$ cat config.mk
export PLATFORM = sky130hd
export DESIGN_NAME = perf_event_counter
export DESIGN_NICKNAME = d
export VERILOG_FILES = /design/src/design/perf_event_pkg.sv /design/src/design/perf_event_counter.sv
export SDC_FILE = /design/constraint.sdc
export NUM_CORES = 1
export LEC_CHECK = 0
export BUFFER_PORTS_ARGS = -buffer_cell sky130_fd_sc_hd__buf_2
export CORE_MARGIN = 5
export CORE_UTILIZATION = 53
export DETAILED_ROUTE_END_ITERATION = 12
export PLACE_DENSITY = 0.89
export SLEW_MARGIN = 20
export SYNTH_ARGS = -nofsm -noshare
export SYNTH_HDL_FRONTEND = slang
export SYNTH_SLANG_ARGS = --single-unit
export TNS_END_PERCENT = 20
$ cat constraint.sdc
create_clock -name clk -period 3.2 [get_ports clk]
set_clock_uncertainty 0.1 [all_clocks]
set_input_delay 0.32 -clock clk [delete_from_list [all_inputs] [get_ports clk]]
set_output_delay 0.32 -clock clk [all_outputs]
set_load 0.01 [all_outputs]
$ cat src/design/perf_event_pkg.sv
// Constants and carrier types for the performance event counter block
package perf_event_pkg;

    localparam int CNT_W = 40;
    localparam int PEND_W = 4;

    localparam logic [7:0] EVT_UNHALTED = 8'h3c;
    localparam logic [7:0] UM_CORE = 8'h00;
    localparam logic [7:0] UM_BUS = 8'h01;
    localparam logic [7:0] UM_NO_OTHER = 8'h02;
    localparam logic [7:0] EVT_L1D = 8'h40;
    localparam logic [7:0] UM_LD = 8'h21;
    localparam logic [7:0] UM_ST = 8'h22;
    localparam logic [7:0] EVT_BUS_OUTST = 8'h60;

    localparam logic [CNT_W-1:0] CNT_RESET = 40'h00_0000_0000;
    localparam logic [CNT_W-1:0] CNT_ONE = 40'h00_0000_0001;
    localparam logic [PEND_W-1:0] PEND_RESET = 4'h0;
    localparam logic [PEND_W-1:0] PEND_ONE = 4'h1;
    localparam logic [PEND_W-1:0] PEND_MAX = 4'hf;

    // Decoded counted condition
    typedef enum logic [2:0]
    {
        SRC_NONE = 3'h0,
        SRC_CORE = 3'h1,
        SRC_BUS = 3'h3,
        SRC_NO_OTHER = 3'h2,
        SRC_LD = 3'h6,
        SRC_ST = 3'h7,
        SRC_OUTST = 3'h5
    } evtSrc_t;

    typedef struct packed {
        logic [7:0] eventNum;
        logic [7:0] unitMask;
    } evtSel_t;

    typedef struct packed {
        logic coreHalted;
        logic otherHalted;
        logic busTick;
        logic dataRead;
        logic dataWrite;
        logic lineReadIssue;
        logic lineReadDone;
    } coreEvt_t;

    typedef struct packed {
        logic [CNT_W-1:0] progCount;
        logic [CNT_W-1:0] fixedCount;
        logic [PEND_W-1:0] pendReads;
    } perfState_t;

endpackage

$ cat src/design/perf_event_counter.sv
// Performance event selection and counting for one core
//
// Contract
// - Event 3CH mask 00H counts each core cycle while the core is not halted.
// - Event 3CH mask 01H counts each bus cycle while the core is not halted.
// - Mask 02H counts bus cycles with this core running and other core halted.
// - Event 40H mask 21H counts every cacheable data read.
// - Event 40H mask 22H counts every cacheable data write.
// - Event 60H adds outstanding full-line bus reads every cycle.
// - A line read is outstanding from issue cycle through full-line receipt cycle; the code tracks at most 15 pending and drops reads issued past that.
// - Outstanding-read count ignores logical processor and the any-thread qualifier.
// - Programmable counter counts unhalted cycles; a fixed counter always counts them.
`timescale 1ns/10ps
module perf_event_counter
    import perf_event_pkg::*;
(
    input wire logic clk,
    input wire logic nrst,
    input wire evtSel_t evtSel,
    input wire coreEvt_t coreEvt,
    input wire logic anyThread,
    output logic [CNT_W-1:0] progCount,
    output logic [CNT_W-1:0] fixedCount,
    output logic [PEND_W-1:0] pendReads
);

    perfState_t state;
    perfState_t next_state;
    evtSrc_t src;
    logic [PEND_W:0] outstNow;
    logic progInc;
    logic [CNT_W-1:0] progStep;

    // Selection decode
    // pair match
    always_comb
    begin
        src = SRC_NONE;
        case (evtSel.eventNum)
            EVT_UNHALTED:
            begin
                case (evtSel.unitMask)
                    UM_CORE: src = SRC_CORE;
                    UM_BUS: src = SRC_BUS;
                    UM_NO_OTHER: src = SRC_NO_OTHER;
                    default: src = SRC_NONE;
                endcase
            end
            EVT_L1D:
            begin
                case (evtSel.unitMask)
                    UM_LD: src = SRC_LD;
                    UM_ST: src = SRC_ST;
                    default: src = SRC_NONE;
                endcase
            end
            // Any mask accepted: the core-or-both split has no meaning here
            EVT_BUS_OUTST: src = SRC_OUTST;
            default: src = SRC_NONE;
        endcase
    end

    // issue cycle counts
    // A read issued this cycle already counts; the done cycle still counts too.
    assign outstNow = {1'b0, state.pendReads} + {{PEND_W{1'b0}}, coreEvt.lineReadIssue};

    always_comb
    begin
        progInc = 1'b0;
        progStep = CNT_ONE;
        case (src)
            SRC_CORE: progInc = !coreEvt.coreHalted;
            SRC_BUS: progInc = coreEvt.busTick && !coreEvt.coreHalted;
            SRC_NO_OTHER: progInc = coreEvt.busTick && !coreEvt.coreHalted &&
                                    coreEvt.otherHalted;
            SRC_LD: progInc = coreEvt.dataRead;
            SRC_ST: progInc = coreEvt.dataWrite;
            SRC_OUTST:
            begin
                progInc = 1'b1;
                progStep = CNT_W'(outstNow);
            end
            default: progInc = 1'b0;
        endcase
    end

    always_comb
    begin
        next_state = state;
        if (progInc)
        begin
            next_state.progCount = state.progCount + progStep;
        end
        if (!coreEvt.coreHalted)
        begin
            next_state.fixedCount = state.fixedCount + CNT_ONE;
        end
        // pending tracker
        // Saturates rather than wraps; a stray done with nothing pending is dropped.
        if (coreEvt.lineReadIssue && !coreEvt.lineReadDone && state.pendReads != PEND_MAX)
        begin
            next_state.pendReads = state.pendReads + PEND_ONE;
        end
        else if (!coreEvt.lineReadIssue && coreEvt.lineReadDone &&
                 state.pendReads != PEND_RESET)
        begin
            next_state.pendReads = state.pendReads - PEND_ONE;
        end
    end

    always_ff @(posedge clk or negedge nrst)
    begin
        if (!nrst)
        begin
            state.progCount <= CNT_RESET;
            state.fixedCount <= CNT_RESET;
            state.pendReads <= PEND_RESET;
        end
        else
        begin
            state <= next_state;
        end
    end

    assign progCount = state.progCount;
    assign fixedCount = state.fixedCount;
    assign pendReads = state.pendReads;
endmodule // perf_event_counter

Word level (Yosys, flattened, before mapping)

Cells that the tools add are included.
W data, S select, Z words.

Add/subtract/negate cells: 5
Equality and inequality tests: 14
Multiplexer cells: 7
Reductions and logical operators: 12

Operators with widths:

| kind                    | number |
|---|---|
| $add A40 B1 Y40 const B | 1 |
| $add A40 B40 Y40        | 1 |
| $eq A8 B6 Y1 const B    | 3 |
| $eq A8 B7 Y1 const B    | 2 |
| $eq A3 B3 Y1 const B    | 3 |
| $pmux W3 S3             | 1 |
| $eq A8 B1 Y1 const B    | 1 |
| $eq A8 B2 Y1 const B    | 1 |
| $logic_not A8 Y1        | 1 |
| $mux W4                 | 2 |
| $eq A3 B2 Y1 const B    | 2 |
| $logic_and A1 B1 Y1     | 6 |
| $pmux W1 S6             | 1 |
| $pmux W2 S3             | 1 |
| $pmux W3 S2             | 1 |
| $add A4 B1 Y5           | 1 |
| $mux W5                 | 1 |
| $add A4 B1 Y4 const B   | 1 |
| $ne A4 B4 Y1 const B    | 1 |
| $reduce_bool A4 Y1      | 1 |
| $sub A4 B1 Y4 const B   | 1 |
| $eq A3 B1 Y1 const B    | 1 |
| $logic_not A1 Y1        | 3 |
| $reduce_bool A2 Y1      | 1 |

Register bits after elaboration: 84
Input bits: 26

Longest topological paths before layout

Depth in word-level cells: 6
Depth in mapped cells: 12
Mapped depth without buffers: 12

Least setup slack after synthesis

No wires, ideal clock.

Kind: input -> register
From: input port evtSel[10] (netlist bit)
To: register progCount[22] (netlist name)
Data arrival time: 2752 ps
Data required time: 3020 ps
Setup slack: 268 ps
Cell stages on the path: 12
Path buffers: 0
Cell sequence: nor4b_4 -> and3_2 -> nand2b_1 -> ha_1 -> fa_1 -> a21o_1 -> a21oi_1 -> nor2b_1 -> nor2_1 -> nor3_2 -> nand4_1 -> xnor2_1

Word-level cells in the longest chain between the ends: 5
Elaborated cells on any way between the ends: 13
Those cells by class: add/sub (1); eq/ne (9); mux (3)

RTL lines:

| item                                                | line                     | text |
|---|---|---|
| from (decl)                                         | perf_event_counter.sv:19 | `input wire evtSel_t evtSel,` |
| $eq A8 B7 Y1 / $eq A8 B6 Y1 (equally long branches) | perf_event_counter.sv:39 | `case (evtSel.eventNum)` |
| $pmux W3 S3 (*)                                     | perf_event_counter.sv:39 |  |
| $eq A3 B3 Y1                                        | perf_event_counter.sv:71 | `case (src)` |
| $mux W5                                             | perf_event_counter.sv:71 |  |
| $add A40 B40 Y40                                    | perf_event_counter.sv:92 | `next_state.progCount = state.progCount + progStep;` |

Every way passes the cells marked *; elsewhere a longest branch is shown, timed or not.
A chain may end at the register's enable or synchronous reset.

Worst setup path in the final report

From: register pendReads[0] (netlist name)
To: register progCount[28] (netlist name)

Word-level cells in the longest chain between the ends: 3

RTL lines:

| item             | line                     | text |
|---|---|---|
| $add A4 B1 Y5    | perf_event_counter.sv:65 | `assign outstNow = {1'b0, state.pendReads} + {{PEND_W{1'b0}}, coreEvt.lineReadIssue};` |
| $mux W5          | perf_event_counter.sv:71 |  |
| $add A40 B40 Y40 | perf_event_counter.sv:92 |  |

Every way passes these cells.

==> metrics <==
status=complete, no violations; grt total ovfl=0; Max Cap Violations=0; Worst EP required=3.36 ns; I/O pins=110; fmax=334.1 MHz; final worst setup slack=0.2071 ns; placed instance count=606; r2r setup slk=0.21 ns; CTS max path bufs=2; crit path cell chain=ha_1, ha_1, and2_1, fa_1, a21o_1, a21oi_1, nor2b_1, nor2_1, buf_4, nor3_2, nand3_1, xnor2_1; synthesized flop and latch total=84; layout cells sized above 1=29.34%; actual slew at the worst max-slew pin=0.7624 ns; average wire per standard cell=15.55 um; YS warnings=0; syn nets=434; Skew-Pair Late Insertion Delay=0.35 ns; Clock transition at path regs=0.09 ns; min cycle time layout=2.993 ns; Unique masters post-synth=55; worst slack, placed=-0.009219 ns; Mapped Cells=396; CP peak stage delay=0.48 ns; n_diodes=0; slew margin rel.=49.17%; row cnt=33; Flop pwr share=49.7%; cell repeated most along the worst path=ha_1; crit end category=flip-flop; largest net degree at the start of global routing=85; global-route wire length before repair=15,950 um; TritonCTS clock tree=built; Via-to-Cell Ratio=5.448; fill count=658; die area=10,060 um2; FFs w/ async S/R, synth=100.0%; fin. max-slew vios=0; RSZ-0062 raised after global routing=false; vias in the first global route=3,386; initial antenna violation count=0; area delta synth->final=20.50%; Mapped Avg Cell Area=10.91 um2; nets@finish=551; Finished Layout Cells=623; CTS root buf=clkbuf_8; core area=8093 um2; internal power=1.778 mW; hold crit path type=in2reg; Switch Pwr=0.7170 mW; DRC=0; cell family with most CP delay=adder cells; Switching Fraction=28.74%; post-detail-place hpwl=7314 um; EDFF count, synth=0; Synth area leaders=dfrtp_1 49%, xnor2_1 9.7%, xor2_1 7.1%; Syn Std Cell Area=4320 um2; drt total wl=9685 um; post-synthesis sequential area ratio=48.65%; Top FF cell, synth=dfrtp_1; Setup TNS Final=0 ns; post-route ant nets=0; Initial DRT Pass Iterations=4; startpoint types=flip-flop; Worst Path Buf+Inv=1; vias after detailed routing=3,394; total CTS buffers=9; worst setup path class=reg2reg; gpl congestion=0.8056; H-tree levels=3; Tot Pwr=2.495 mW; post-synth top area cell=dfrtp_1; worst-path maximum fanout=10; CP arrival=3.16 ns; Fin. Hold Viols=0; port bufs=108; Total GRT Usage=19.58%; DIE HEIGHT=100.3 um; # setup viols final=0; Synth top area share=48.65%; CTS Sinks=84; Final Util=64.33%; clock power share=34.7%; initial DRC count=96; die extent in x=100.3 um; Combinational Power Share=15.6%; power per cell area=479.2 nW/um2; Initial Utilization=53.39%; Final period util=93.53%; Critical Path Slowest Stage Cell=dfrtp_1; maximum vdd drop=0.0003585 V; Leak=2.685 nW
-- layout make-up --
class	instances	area, um2	area share, %
well taps	105	131.4	2.523
repair buffers	112	579.3	11.13
flip-flops and latches	84	2102	40.38
clock inverters	7	105.1	2.019
inverters	9	33.78	0.6489
multi-input cells	297	2131	40.93
clock buffers	9	123.9	2.379
-- path summary, 6_finish.rpt --
path                       depth (start not counted)        endpoint      startpoint
setup / recovery                                  12   progCount[28]    pendReads[0]
hold / removal                                     2   fixedCount[0]      coreEvt[6]
max in group asynchronous                          2    pendReads[3]            nrst
min in group asynchronous                          2  fixedCount[11]            nrst
hold reg to reg                                    1  fixedCount[39]  fixedCount[39]
setup reg to reg                                  12   progCount[28]    pendReads[0]
-- cells by family (layout without fill, tap and decap cells) --
| group | Yosys count | in the layout | synth area share (%) |
|---|---|---|---|
| AOI/OAI and AO/OA | 23 | 23 | 4.373 |
| xor gates and xnor gates | 83 | 83 | 16.83 |
| adders and majority gates | 12 | 12 | 3.823 |
| buffers and inverters | 15 | 137 | 2.114 |
| DFF | 84 | 84 | 48.65 |
| muxes | 5 | 5 | 1.274 |
| and+or+nand+nor | 174 | 174 | 22.94 |
-- worst reg2reg max path, cell delays in order (launching register included) --
cell and delay (ns):
dfrtp_1 0.48, ha_1 0.24, ha_1 0.27, and2_1 0.17
fa_1 0.44, a21o_1 0.19, a21oi_1 0.26, nor2b_1 0.08
nor2_1 0.10, buf_4 0.19, nor3_2 0.10, nand3_1 0.15
xnor2_1 0.14
-- through the flow --
stage	instance area, um2	hold slack (ns)
2_1_floorplan	4320	-0.07559
3_3_place_gp	4960	0.3539
3_5_place_dp	4960	0.3522
4_1_cts	5189	0.09192
5_1_grt	5206	0.1303
6_report	5206	0.1089
-- power by group through the flow --
stage	combinational [mW]	sequential [mW]	clock, mW
2_1_floorplan	0.205	1.27	0
3_3_place_gp	0.369	1.25	0
3_5_place_dp	0.397	1.26	0
4_1_cts	0.399	1.24	0.887
5_1_grt	0.443	1.26	0.923
6_report	0.390	1.24	0.865
-- synthesized netlist by cell type (all sizes together), types with 2 or more instances --
| library cell | n |
|---|---|
| nor4b | 3 |
| nor2 | 23 |
| nand3 | 28 |
| mux2 | 4 |
| and3 | 14 |
| buf | 5 |
| or3 | 3 |
| nand2b | 2 |
| o21ai | 4 |
| nand2 | 35 |
| and4 | 3 |
| nand3b | 3 |
| nand4 | 22 |
| nor4 | 9 |
| o211a | 2 |
| inv | 9 |
| and2 | 3 |
| dfrtp | 84 |
| xnor2 | 48 |
| a21oi | 6 |
| xor2 | 35 |
| ha | 10 |
| nor2b | 3 |
| nor3b | 3 |
| nor3 | 15 |
| fa | 2 |
| a21o | 3 |
-- placed cells by master, fill, tap and decap left out, drive strengths merged, types with 4 or more instances in the layout --
master and count:
nand2 35, and3 14, xnor2 48, nor4 9, dfrtp 84, ha 10, buf 111, o21ai 4
nor2 23, nand4 22, nor3 15, clkbuf 9, xor2 35, inv 12, nand3 28, mux2 4
a21oi 6
-- metal layers --
metal  global-route usage, %  wire, um
met1                   25.03      4133
met2                   33.89      4897
met3                   2.919       536
met4                   6.736       119
met5                       0         0
-- sequential cells by signal (all words and copies together), names as in the netlist --
register,flops
fixedCount,40
pendReads,4
progCount,40
-- repair_timing --
item                                    4_1_cts  5_1_grt
endpoints found under the setup margin        0        7
resized for setup                             0        1
endpoints found under the hold margin         0       31
hold buffers                                  0        1
buffers inserted                              0        0
Power figures use the tool's default switching activity.
